## config.mk

```make
export PLATFORM = sky130hd
export DESIGN_NAME = sar_adc_scan_controller
export DESIGN_NICKNAME = d
export VERILOG_FILES = /design/src/sar_adc_scan_pkg.sv /design/src/sar_adc_scan_controller.sv
export SDC_FILE = /design/constraint.sdc
export NUM_CORES = 1
export LEC_CHECK = 0
export BUFFER_PORTS_ARGS = -buffer_cell sky130_fd_sc_hd__buf_2
export CORE_ASPECT_RATIO = 0.8
export CORE_MARGIN = 3
export CORE_UTILIZATION = 61
export DETAILED_ROUTE_END_ITERATION = 8
export PLACE_DENSITY_LB_ADDON = 0.3
export SLEW_MARGIN = 20
export SYNTH_ARGS = -nofsm -noshare
export SYNTH_HDL_FRONTEND = slang
export SYNTH_SLANG_ARGS = --single-unit
```

## constraint.sdc

```tcl
create_clock -name ref_clk -period 4.2 [get_ports ref_clk]
set_clock_uncertainty 0.05 [all_clocks]
set_input_delay 1.05 -clock ref_clk [delete_from_list [all_inputs] [get_ports ref_clk]]
set_output_delay 1.05 -clock ref_clk [all_outputs]
set_load 0.1 [all_outputs]
```

## src/sar_adc_scan_pkg.sv

```systemverilog
// Shared constants and types of the two-converter scan controller
//
// Contract
// - Writing a low-power start request begins one conversion
// - A finished low-power conversion is readable in its result register
// - Low-power controllers do single conversions only, no scanning or DMA
// - In deep sleep only the coprocessor may start low-power conversions
// - Each scan controller owns a sixteen-entry pattern table
// - A scan fetches entries in order, one per measurement
// - The scan sequence holds at most sixteen entries, then wraps
// - Entry bits: channel [7:4], resolution [3:2], attenuation [1:0]
// - Single mode scans one converter only, first or second
// - Double mode scans both converters together, each from its own table
// - Alternate mode takes turns between first and second converter
// - A scan starts on a software request or an audio trigger
// - A finished scan raises an interrupt
// - DMA words are 16 bits; single mode adds the channel number
// - Double and alternate words add channel and converter bit
// - First format: channel in [15:12], 12-bit value below
// - Second format: converter bit, channel, 11-bit value
// - Values are limited to twelve or eleven bits by format
// - Each audio word-select transition triggers one measurement
// - The audio data line signals a result ready for transfer
// - Audio connection exists only while the routing bit is set
// - Magnetic readings use the first converter and low-power controller
// - Resolution code 0..3 selects nine to twelve bits
// - Owner bit hands the first converter to scan when set
package sar_adc_scan_pkg;
  localparam int ADDR_W = 8;
  localparam logic [7:0] OFS_CTRL = 8'h00;
  localparam logic [7:0] OFS_LP1_CMD = 8'h04;
  localparam logic [7:0] OFS_LP2_CMD = 8'h08;
  localparam logic [7:0] OFS_LP1_RES = 8'h0C;
  localparam logic [7:0] OFS_LP2_RES = 8'h10;
  localparam logic [7:0] OFS_STATUS = 8'h14;
  localparam logic [7:0] OFS_TAB_BASE = 8'h20;
  localparam logic [7:0] TAB_DECODE_MASK = 8'hE3;
  localparam int TAB_ITEMS = 16;
  localparam int CTRL_MODE_LSB = 0;
  localparam int CTRL_SINGLE_SEL = 2;
  localparam int CTRL_ROUTE = 3;
  localparam int CTRL_OWNER_LSB = 4;
  localparam int CTRL_LAST_LSB = 8;
  localparam int CTRL_SCAN_GO = 16;
  localparam int LP_START = 0;
  localparam int LP_CHAN_LSB = 4;
  localparam int LP_ATTEN_LSB = 8;
  localparam int LP_RES_LSB = 10;
  localparam int LP_HALL = 12;
  localparam logic [1:0] MODE_SINGLE = 2'h0;
  localparam logic [1:0] MODE_DOUBLE = 2'h1;
  localparam logic [1:0] MODE_ALT = 2'h2;
  localparam logic [1:0] WIDTH_12 = 2'h3;
  localparam logic [3:0] RST_LAST_INDEX = 4'hF;
  localparam logic [7:0] RST_ITEM = 8'h00;
  localparam logic [1:0] RST_RES = 2'h3;
  typedef struct packed {
    logic [3:0] channel_select;
    logic [1:0] width;
    logic [1:0] atten;
  } rule_item_s;
  typedef struct packed {
    logic start;
    logic [3:0] channel_select;
    logic [1:0] width;
    logic [1:0] atten;
  } conv_req_s;
  typedef struct packed {
    logic done;
    logic [11:0] value;
  } conv_rsp_s;
endpackage : sar_adc_scan_pkg

```

## src/sar_adc_scan_controller.sv

```systemverilog
// Scan controllers and low-power single-conversion controllers for two converters
//
// Local design decisions: register access over APB and the address map.
`timescale 1ns/1ps
`default_nettype none
module sar_adc_scan_controller (
  input wire logic ref_clk,
  input wire logic sys_rst,
  input wire logic psel,
  input wire logic penable,
  input wire logic pwrite,
  input wire logic [sar_adc_scan_pkg::ADDR_W-1:0] paddr,
  input wire logic [31:0] pwdata,
  input wire logic [3:0] pstrb,
  output logic [31:0] prdata,
  output logic pready,
  output logic pslverr,
  input wire logic deep_sleep,
  input wire logic [1:0] cop_start,
  output sar_adc_scan_pkg::conv_req_s [1:0] conv_req,
  input wire sar_adc_scan_pkg::conv_rsp_s [1:0] conv_rsp,
  output logic hall_sense_en,
  input wire logic audio_ws,
  output logic audio_result_ready,
  output logic [15:0] dma_data,
  output logic dma_valid,
  input wire logic dma_ready,
  output logic scan_done_irq
);
  import sar_adc_scan_pkg::*;

  typedef enum logic [2:0] {S_IDLE, S_CONV, S_WAIT, S_PACK, S_EMIT} scan_state_e;

  logic [1:0] mode_r;
  logic single_sel_r;
  logic route_r;
  logic [1:0] owner_r;
  logic [3:0] last_r;
  logic hall_r;
  logic [3:0] lp_chan_r [2];
  logic [1:0] lp_atten_r [2];
  logic [1:0] lp_res_r [2];
  logic [1:0] lp_busy_r;
  logic [1:0] lp_done_r;
  logic [11:0] lp_result_r [2];
  logic [7:0] tab_r [2][TAB_ITEMS];
  logic [31:0] rdata_r;
  logic err_r;
  logic ws_s1_r;
  logic ws_s2_r;
  logic ws_s3_r;

  scan_state_e state_r;
  scan_state_e state_nxt;
  logic [3:0] idx_r;
  logic [3:0] idx_nxt;
  logic turn_r;
  logic turn_nxt;
  logic emit_r;
  logic emit_nxt;
  logic fin_nxt;
  logic [1:0] need_r;
  logic [1:0] need_w;
  logic [1:0] got_r;
  logic [3:0] ch_r [2];
  logic [1:0] w_r [2];
  logic [11:0] res_r [2];

  // Bus decode
  wire setup_w = psel & ~penable;
  wire access_w = psel & penable;
  wire hit_ctrl = paddr == OFS_CTRL;
  wire hit_lp1 = paddr == OFS_LP1_CMD;
  wire hit_lp2 = paddr == OFS_LP2_CMD;
  wire hit_res1 = paddr == OFS_LP1_RES;
  wire hit_res2 = paddr == OFS_LP2_RES;
  wire hit_stat = paddr == OFS_STATUS;
  wire hit_tab = (paddr & TAB_DECODE_MASK) == OFS_TAB_BASE;
  wire tab_sel = paddr[4];
  wire [1:0] tab_word = paddr[3:2];
  wire hit_any = hit_ctrl | hit_lp1 | hit_lp2 | hit_res1 | hit_res2 | hit_stat | hit_tab;
  wire wr_en = access_w & pwrite & ~err_r;
  wire [1:0] hit_cmd = {hit_lp2, hit_lp1};

  // Zero-wait slave; read data is sampled in the setup cycle
  assign pready = access_w;
  assign prdata = rdata_r;
  assign pslverr = access_w & err_r;

  wire scan_busy = state_r != S_IDLE;
  wire [31:0] ctrl_rd = {20'h00000, last_r, 2'h0, owner_r, route_r, single_sel_r, mode_r};
  wire [31:0] lp1_rd = {19'h0, hall_r, lp_res_r[0], lp_atten_r[0], lp_chan_r[0], 4'h0};
  wire [31:0] lp2_rd = {19'h0, 1'b0, lp_res_r[1], lp_atten_r[1], lp_chan_r[1], 4'h0};
  wire [31:0] res1_rd = {lp_done_r[0], lp_busy_r[0], 18'h0, lp_result_r[0]};
  wire [31:0] res2_rd = {lp_done_r[1], lp_busy_r[1], 18'h0, lp_result_r[1]};
  wire [31:0] stat_rd = {27'h0, idx_r, scan_busy};
  wire [31:0] tab_rd = {tab_r[tab_sel][{tab_word, 2'h3}], tab_r[tab_sel][{tab_word, 2'h2}],
                        tab_r[tab_sel][{tab_word, 2'h1}], tab_r[tab_sel][{tab_word, 2'h0}]};
  wire [31:0] rd_mux = hit_ctrl ? ctrl_rd :
                       hit_lp1 ? lp1_rd :
                       hit_lp2 ? lp2_rd :
                       hit_res1 ? res1_rd :
                       hit_res2 ? res2_rd :
                       hit_stat ? stat_rd :
                       hit_tab ? tab_rd : 32'h00000000;

  always_ff @(posedge ref_clk) begin
    if (sys_rst) begin
      rdata_r <= 32'h00000000;
      err_r <= 1'b0;
    end else if (setup_w) begin
      rdata_r <= pwrite ? 32'h00000000 : rd_mux;
      err_r <= ~hit_any;
    end
  end

  // Control register; the scan-go bit is a write pulse and reads as zero
  always_ff @(posedge ref_clk) begin
    if (sys_rst) begin
      mode_r <= MODE_SINGLE;
      single_sel_r <= 1'b0;
      route_r <= 1'b0;
      owner_r <= 2'h0;
      last_r <= RST_LAST_INDEX;
    end else if (wr_en & hit_ctrl) begin
      mode_r <= pwdata[CTRL_MODE_LSB +: 2];
      single_sel_r <= pwdata[CTRL_SINGLE_SEL];
      route_r <= pwdata[CTRL_ROUTE];
      owner_r <= pwdata[CTRL_OWNER_LSB +: 2];
      last_r <= pwdata[CTRL_LAST_LSB +: 4];
    end
  end

  // Pattern tables, byte lanes honoured so one item can be patched alone
  always_ff @(posedge ref_clk) begin
    if (sys_rst) begin
      for (int t = 0; t < 2; t++) begin
        for (int i = 0; i < TAB_ITEMS; i++) begin
          tab_r[t][i] <= RST_ITEM;
        end
      end
    end else if (wr_en & hit_tab) begin
      for (int b = 0; b < 4; b++) begin
        if (pstrb[b]) begin
          tab_r[tab_sel][{tab_word, 2'(b)}] <= pwdata[8*b +: 8];
        end
      end
    end
  end

  // Low-power controllers: one conversion per start, no sequencing
  conv_req_s [1:0] lp_req;
  conv_req_s [1:0] scan_req;
  conv_req_s [1:0] conv_req_nxt;
  rule_item_s item_w [2];
  logic [1:0] lp_go;
  logic [1:0] lp_fin;
  logic [1:0] sw_go;

  for (genvar k = 0; k < 2; k++) begin : g_lp
    assign sw_go[k] = wr_en & hit_cmd[k] & pwdata[LP_START];
    assign lp_go[k] = (deep_sleep ? cop_start[k] : (cop_start[k] | sw_go[k]))
                      & ~lp_busy_r[k] & ~owner_r[k];
    assign lp_fin[k] = lp_busy_r[k] & ~owner_r[k] & conv_rsp[k].done;
    assign lp_req[k] = '{start: lp_go[k],
                         channel_select: sw_go[k] ? pwdata[LP_CHAN_LSB +: 4] : lp_chan_r[k],
                         width: sw_go[k] ? pwdata[LP_RES_LSB +: 2] : lp_res_r[k],
                         atten: sw_go[k] ? pwdata[LP_ATTEN_LSB +: 2] : lp_atten_r[k]};
    assign item_w[k] = rule_item_s'(tab_r[k][idx_r]);
    assign scan_req[k] = '{start: (state_r == S_CONV) & need_w[k],
                           channel_select: item_w[k].channel_select,
                           width: item_w[k].width, atten: item_w[k].atten};
    assign conv_req_nxt[k] = owner_r[k] ? scan_req[k] : lp_req[k];
  end

  // The first low-power controller drives the first converter while owner bit 0 is clear
  assign hall_sense_en = hall_r;

  always_ff @(posedge ref_clk) begin
    if (sys_rst) begin
      hall_r <= 1'b0;
      lp_busy_r <= 2'h0;
      lp_done_r <= 2'h0;
      conv_req <= '0;
      for (int k = 0; k < 2; k++) begin
        lp_chan_r[k] <= 4'h0;
        lp_atten_r[k] <= 2'h0;
        lp_res_r[k] <= RST_RES;
        lp_result_r[k] <= 12'h000;
      end
    end else begin
      conv_req <= conv_req_nxt;
      lp_busy_r <= lp_go | (lp_busy_r & ~lp_fin);
      lp_done_r <= lp_fin | (lp_done_r & ~lp_go);
      if (wr_en & hit_lp1) begin
        hall_r <= pwdata[LP_HALL];
      end
      for (int k = 0; k < 2; k++) begin
        if (wr_en & hit_cmd[k]) begin
          lp_chan_r[k] <= pwdata[LP_CHAN_LSB +: 4];
          lp_atten_r[k] <= pwdata[LP_ATTEN_LSB +: 2];
          lp_res_r[k] <= pwdata[LP_RES_LSB +: 2];
        end
        if (lp_fin[k]) begin
          lp_result_r[k] <= conv_rsp[k].value;
        end
      end
    end
  end

  // Word-select pin synchroniser; the third stage only feeds the edge detector
  always_ff @(posedge ref_clk) begin
    if (sys_rst) begin
      ws_s1_r <= 1'b0;
      ws_s2_r <= 1'b0;
      ws_s3_r <= 1'b0;
    end else begin
      ws_s1_r <= audio_ws;
      ws_s2_r <= ws_s1_r;
      ws_s3_r <= ws_s2_r;
    end
  end
  wire ws_edge = ws_s2_r ^ ws_s3_r;

  // Scan sequencing
  wire is_single = (mode_r != MODE_DOUBLE) && (mode_r != MODE_ALT);
  wire alt_w = mode_r == MODE_ALT;
  assign need_w = (mode_r == MODE_DOUBLE) ? 2'b11 :
                      alt_w ? (turn_r ? 2'b10 : 2'b01) :
                      (single_sel_r ? 2'b10 : 2'b01);
  wire owned_w = (need_w & ~owner_r) == 2'b00;
  wire sw_scan = wr_en & hit_ctrl & pwdata[CTRL_SCAN_GO];
  // Software and audio triggers never mix: the routing bit picks one source
  wire trig_w = route_r ? ws_edge : sw_scan;
  wire [1:0] done_w = {conv_rsp[1].done & owner_r[1], conv_rsp[0].done & owner_r[0]};
  wire [1:0] got_w = got_r | (need_r & done_w);
  wire last_w = idx_r == last_r;
  wire pair_w = need_r == 2'b11;

  always_comb begin
    state_nxt = state_r;
    idx_nxt = idx_r;
    turn_nxt = turn_r;
    emit_nxt = emit_r;
    fin_nxt = 1'b0;
    case (state_r)
      S_IDLE: begin
        if (trig_w && owned_w) begin
          state_nxt = S_CONV;
        end
      end
      S_CONV: state_nxt = S_WAIT;
      S_WAIT: begin
        if (got_w == need_r) begin
          state_nxt = S_PACK;
          emit_nxt = ~need_r[0];
        end
      end
      S_PACK: state_nxt = S_EMIT;
      S_EMIT: begin
        if (dma_ready) begin
          if (pair_w && !emit_r) begin
            emit_nxt = 1'b1;
            state_nxt = S_PACK;
          end else if (alt_w && !turn_r) begin
            turn_nxt = 1'b1;
            state_nxt = route_r ? S_IDLE : S_CONV;
          end else begin
            turn_nxt = 1'b0;
            idx_nxt = last_w ? 4'h0 : idx_r + 4'h1;
            fin_nxt = last_w;
            state_nxt = (route_r || last_w) ? S_IDLE : S_CONV;
          end
        end
      end
      default: state_nxt = S_IDLE;
    endcase
  end

  // Packing: values arrive right-aligned at the selected width
  wire [3:0] pk_ch = ch_r[emit_r];
  wire [11:0] pk_val = res_r[emit_r];
  wire [10:0] pk_val11 = (w_r[emit_r] == WIDTH_12) ? pk_val[11:1] : pk_val[10:0];
  wire [15:0] pack_w = is_single ? {pk_ch, pk_val} :
                       {emit_r, pk_ch, pk_val11};

  always_ff @(posedge ref_clk) begin
    if (sys_rst) begin
      state_r <= S_IDLE;
      idx_r <= 4'h0;
      turn_r <= 1'b0;
      emit_r <= 1'b0;
      need_r <= 2'h0;
      got_r <= 2'h0;
      scan_done_irq <= 1'b0;
      dma_data <= 16'h0000;
      for (int k = 0; k < 2; k++) begin
        ch_r[k] <= 4'h0;
        w_r[k] <= 2'h0;
        res_r[k] <= 12'h000;
      end
    end else begin
      state_r <= state_nxt;
      idx_r <= idx_nxt;
      turn_r <= turn_nxt;
      emit_r <= emit_nxt;
      scan_done_irq <= fin_nxt;
      got_r <= (state_r == S_CONV) ? 2'h0 : got_w;
      if (state_r == S_CONV) begin
        need_r <= need_w;
      end
      if (state_r == S_PACK) begin
        dma_data <= pack_w;
      end
      for (int k = 0; k < 2; k++) begin
        if (state_r == S_CONV) begin
          ch_r[k] <= item_w[k].channel_select;
          w_r[k] <= item_w[k].width;
        end
        if (state_r == S_WAIT && need_r[k] && done_w[k]) begin
          res_r[k] <= conv_rsp[k].value;
        end
      end
    end
  end

  assign dma_valid = state_r == S_EMIT;
  // Results never reach the audio side unless routing is on
  assign audio_result_ready = dma_valid & route_r;

  // Checks
  wire [11:0] rsp0_val = conv_rsp[0].value;
  wire [3:0] item0_ch = item_w[0].channel_select;
  wire emit_st = state_r == S_EMIT;
  wire lp1_sw = wr_en & hit_lp1 & pwdata[LP_START];
endmodule : sar_adc_scan_controller
`default_nettype wire

```

=== Word-level counts from Yosys, hierarchy flattened ===
Memory sizes are Yosys's and may differ from the RTL's. A register that Yosys moved wholly into a read port is not among the register bits.
Index checks and enable logic that the tools add are counted.
W data, S select, Z words.

* Register bits: 99
* Bits in writable memories: 332
* Bits of input ports: 80
* Output and inout bits: 72
* Word-level logic and storage cells: 1066
* Memories kept: 8

* $add $sub $neg: 1
* Magnitude comparators: 9
* Equality and inequality tests: 22
* Muxes and demuxes: 511
* Bitwise logic cells: 459
* Reduce and logical (&&, ||, !) cells: 27

{| class="wikitable"
|+ Memory list
! memory !! words !! bits a word !! rd ports !! clocked after memory_dff !! write ports !! RTL line !! RTL
|-
| tab_r || 2 || 128 || 3 || 0 || 2 || sar_adc_scan_controller.sv:46 || <nowiki>logic [7:0] tab_r [2][TAB_ITEMS];</nowiki>
|-
| lp_result_r || 2 || 12 || 2 || 0 || 2 || sar_adc_scan_controller.sv:45 || <nowiki>logic [11:0] lp_result_r [2];</nowiki>
|-
| res_r || 2 || 12 || 1 || 1 || 2 || sar_adc_scan_controller.sv:67 || <nowiki>logic [11:0] res_r [2];</nowiki>
|-
| ch_r || 2 || 4 || 1 || 1 || 2 || sar_adc_scan_controller.sv:65 || <nowiki>logic [3:0] ch_r [2];</nowiki>
|-
| lp_chan_r || 2 || 4 || 2 || 0 || 2 || sar_adc_scan_controller.sv:40 || <nowiki>logic [3:0] lp_chan_r [2];</nowiki>
|-
| lp_atten_r || 2 || 2 || 2 || 0 || 2 || sar_adc_scan_controller.sv:41 || <nowiki>logic [1:0] lp_atten_r [2];</nowiki>
|-
| 2 more memories || -- || -- || -- || -- || -- || -- ||
|}

{| class="wikitable"
|+ Operator list
! kind !! count
|-
| $mux W128 || 6
|-
| $mux W1 || 436
|-
| $or A1 B1 Y1 || 406
|-
| $mux W32 || 8
|-
| $bmux W8 S4 || 6
|-
| $demux W8 S4 || 4
|-
| $mux W8 || 16
|-
| $reduce_or A128 Y1 || 1
|-
| $mux W12 || 4
|-
| $mux W2 || 15
|-
| $mux W4 || 7
|-
| $and A1 B1 Y1 || 25
|-
| $ge A5 B5 Y1 const B || 5
|-
| $not A4 Y5 || 5
|-
| $lt A5 B1 Y1 const B || 4
|-
| $mux W9 || 2
|-
| $eq A8 B4 Y1 const B || 2
|-
| $eq A8 B5 Y1 const B || 2
|-
| $mux W16 || 1
|-
| $pmux W3 S5 || 1
|-
| $logic_and A1 B1 Y1 || 12
|-
| $not A1 Y1 || 12
|-
| $mux W11 || 1
|-
| $mux W3 || 3
|-
| 28 further kinds || 45
|}

=== Depth between registers and ports, before layout ===
* Depth in word-level cells: 12
* Mapped depth: 9

=== Least setup slack after synthesis ===
Ideal clock, no wire load.

* Path kind: register to output
* Start: reg state_r[0]
* End: out audio_result_ready
* Data arrival time: 3.922 ns
* Data required time: 3.100 ns
* Setup slack: -0.822 ns
* Stages on the path, launching flop included: 4
* Path buffers: 1
* Cell sequence: dfxtp_1 -> clkbuf_1 -> nor3b_1 -> and2_1

* Word-level cells in the longest chain between the ends: 2

{| class="wikitable"
|+ Ends and longest elaborated chain
! item !! RTL line !! RTL
|-
| start: declaration || sar_adc_scan_controller.sv:53 || <nowiki>scan_state_e state_r;</nowiki>
|-
| start signal: assignment || sar_adc_scan_controller.sv:303 || <nowiki>state_r <= state_nxt;</nowiki>
|-
| $eq A3 B3 Y1 || sar_adc_scan_controller.sv:327 || <nowiki>assign dma_valid = state_r == S_EMIT;</nowiki>
|-
| net dma_valid || sar_adc_scan_controller.sv:26 || <nowiki>output logic dma_valid,</nowiki>
|-
| $and A1 B1 Y1 || sar_adc_scan_controller.sv:329 || <nowiki>assign audio_result_ready = dma_valid & route_r;</nowiki>
|-
| end: declaration || sar_adc_scan_controller.sv:24 || <nowiki>output logic audio_result_ready,</nowiki>
|}

The timed path passes the listed nets, and every way through them passes these cells.

==> impl_metrics.tcl <==
set metrics [dict create \
    top_layer_used "met5" \
    via_per_inst 7.08 \
    p_sw_w 0.00245 \
    holdPathStages 1 \
    drc 0 \
    die_area_um2 39000 \
    cts.clk_slew.worst_paths_ns 0.07 \
    holdBufCountCts 0 \
    hold_class "flop to flop" \
    path_max_fanout 21 \
    crit_start "paddr[1]" \
    fill_cells 2538 \
    wl_met3_um 14800 \
    timing.fmax_mhz 296 \
    layout.nets 2047 \
    initial_core_util 0.621 \
    clock_sinks 432 \
    clkPwrFrac 0.427 \
    antenna_found_initial 6 \
    r2r_end "ch_r[1][0]" \
    tightest_slew_ns 1.04 \
    cp_num_buf_inv 2 \
    slowest_delay_ns 0.66 \
    crit_type "input port to flop" \
    cts_tree "yes" \
    placed_area_um2 23700 \
    tns_ns 0 \
    synth_ff_type "edfxtp_1" \
    dp_cells 2398 \
    yosysSeqAreaShare 0.536 \
    vias 17600 \
    numCtsBuffers 44 \
    maxCapViolCount 0 \
    power.density_nw_per_um2 394 \
    path_delay_family "simple AND/OR/NAND/NOR gates" \
    p_leak_nw 9.36 \
    ys_seq_elements 432 \
    wire_per_inst_um 32.7 \
    finalSetupViolations 0 \
    netlist_area_um2 22300 \
    comb_power_share 0.084 \
    gp_congestion 1.05 \
    synth_enable_flop_cells 332 \
    rsz0062_at_grt "false" \
    core_um2 36000 \
    relSlewSlack 0.301 \
    synthCells 1830 \
    ir_worst_vdd_mv 0.328 \
    mostFrequentLayoutCell "edfxtp_1" \
    grt_overflow 0 \
    port_buffers 151 \
    outcome "completed" \
    period_share 0.803 \
    end_kind "flop" \
    hp-start "ws_s1_r" \
    cp.required_ns 4.34 \
    clock_latency_ns 0.57 \
    drtIter0Drc 3289 \
    die-width_um 220 \
    p_seq_frac 0.489 \
    grt_pass1_vias 16400 \
    cts_max_level 2 \
    synth_cell_types 74 \
    holdPathEnd "ws_s2_r" \
    fin_area_um2 25300 \
    slew_violations 0 \
    io_pins 152 \
    r2r-start "idx_r[0]" \
    path_common_cell "nor2_1" \
    ys_async_sr_fraction 0 \
    grt_max_degree 67 \
    p_sw_frac 0.246 \
    dp_hpwl_um 60300 \
    layout_common_cells "332 x edfxtp_1, 184 x nand2_1, 181 x and2_1" \
    reg2reg_depth 6 \
    cp.arrival_ns 3.51 \
    crit_path_start_kind "input port" \
    synth.avg_cell_area_um2 12.2 \
    core.rowCount 62 \
    ant_nets 0 \
    dr.pass1.iters 6 \
    root_buffer "clkbuf_16" \
    finalHoldViolCount 0 \
    ys_warn_count 0 \
    area_delta_synth_final_pct 13.2 \
    wl_met1_um 28800 \
    wl_um 81000 \
    r2r_setup_slack_ns 1.31 \
    grt_first_pass_wirelength_um 114000 \
    die_h_um 177 \
    min_period_ns 3.37 \
    grtUsageTotal 0.417 \
    diodes 0 \
    cts_resized 0 \
    dr_wl_met2_um 32900 \
    crit_chain "buf_2 > or4_4 > nor4b_4 > buf_4 > and3_1 > nor2_1 > nor2_1" \
    clk_path_buf_depth 3 \
    cts_setup_buffers 0 \
    stdcell_count 2478 \
    synth_fp_nets 1913 \
    internal-power_w 0.00750 \
    crit_path_top_delay_cell "or4_4" \
    drive_above_1_share 0.243 \
]
## synth_stat cells (all sizes together), types with 24 or more instances
library cell	n	area, um2
a21oi	68	340
and2	181	1130
buf	74	368
clkbuf	74	278
dfxtp	100	2000
edfxtp	332	9970
mux2	24	270
mux2i	122	1220
mux4	123	2770
nand2	187	709
nand3	27	140
nor2	148	556
nor2b	24	150
o21ai	93	465
## worst max-delay path by stage
| stage | to | slack [ns] | depth (start not counted) |
|---|---|---|---|
| final | tab_r[1][109] | 0.83 | 7 |
| after global routing | tab_r[0][123] | 0.70 | 7 |
| after CTS | tab_r[1][110] | 0.88 | 7 |
| after detailed placement | tab_r[1][108] | 0.31 | 7 |
| after global placement | tab_r[0][124] | 0.41 | 7 |
| after floorplan | audio_result_ready | 0.36 | 3 |
## worst register-to-register path, delay by kind of cell (launching register included)
kind / cells / cell delay, ns
flops: 1 / 0.85
mux: 2 / 0.72
buf+inv: 1 / 0.50
compound gates: 1 / 0.28
simple gates: 2 / 0.21
## power groups by stage
| stage | clock, W | combinational [W] | sequential (W) |
|---|---|---|---|
| 3_3_place_gp | 0 | 0.000787 | 0.00494 |
| 3_5_place_dp | 0 | 0.000797 | 0.00494 |
| 5_1_grt | 0.00440 | 0.000854 | 0.00486 |
| 4_1_cts | 0.00422 | 0.000800 | 0.00485 |
| 6_report | 0.00425 | 0.000840 | 0.00487 |
| 2_1_floorplan | 0 | 0.000403 | 0.00493 |
## kinds of logic (layout without fill, tap and decap cells)
family,count (synthesis),count (layout),share of synthesized area
compound gates,299,299,0.0879
xor+xnor,7,7,0.00274
fa+ha+maj,3,3,0.00168
buf+inv,168,336,0.0323
flops,432,432,0.536
mux,269,269,0.191
simple gates,652,652,0.149
## metrics by stage
step	worst slack (ns)	hold WS [ns]	total power [W]	util
after floorplan	0.358	0.364	0.00533	-
after global placement	0.408	0.387	0.00573	0.660
after detailed placement	0.308	0.390	0.00574	0.660
after CTS	0.878	0.404	0.00987	0.702
after global routing	0.696	0.418	0.0101	0.702
final	0.826	0.401	0.00995	0.702
## state kept, by name, summed over array words and instances, names as in the netlist, 3 cells and up, named ones only
register / flops
res_r: 24
last_r: 4
prdata: 32
lp_atten_r: 4
conv_req: 18
state_r: 3
lp_result_r: 24
w_r: 4
lp_res_r: 4
idx_r: 4
lp_chan_r: 8
tab_r: 256
ch_r: 8
dma_data: 16
## area by class of cell
| type | count | area, um2 | share of cell area |
|---|---|---|---|
| Clock buffer | 52 | 1170 | 0.0464 |
| Clock inverter | 28 | 355 | 0.0141 |
| Inverter | 20 | 75.1 | 0.00297 |
| Multi-Input combinational cell | 1230 | 9670 | 0.383 |
| Sequential cell | 432 | 12000 | 0.474 |
| Tap cell | 480 | 601 | 0.0238 |
| Timing Repair Buffer | 236 | 1430 | 0.0564 |
## metal layers
layer | GRT usage | up-vias
met3 | 0.194 | 286
met5 | 0 | -
li1 | - | 7096
met1 | 0.577 | 8552
met4 | 0.180 | 6
met2 | 0.567 | 1613
No activity file was read; power rests on OpenSTA's default activity.
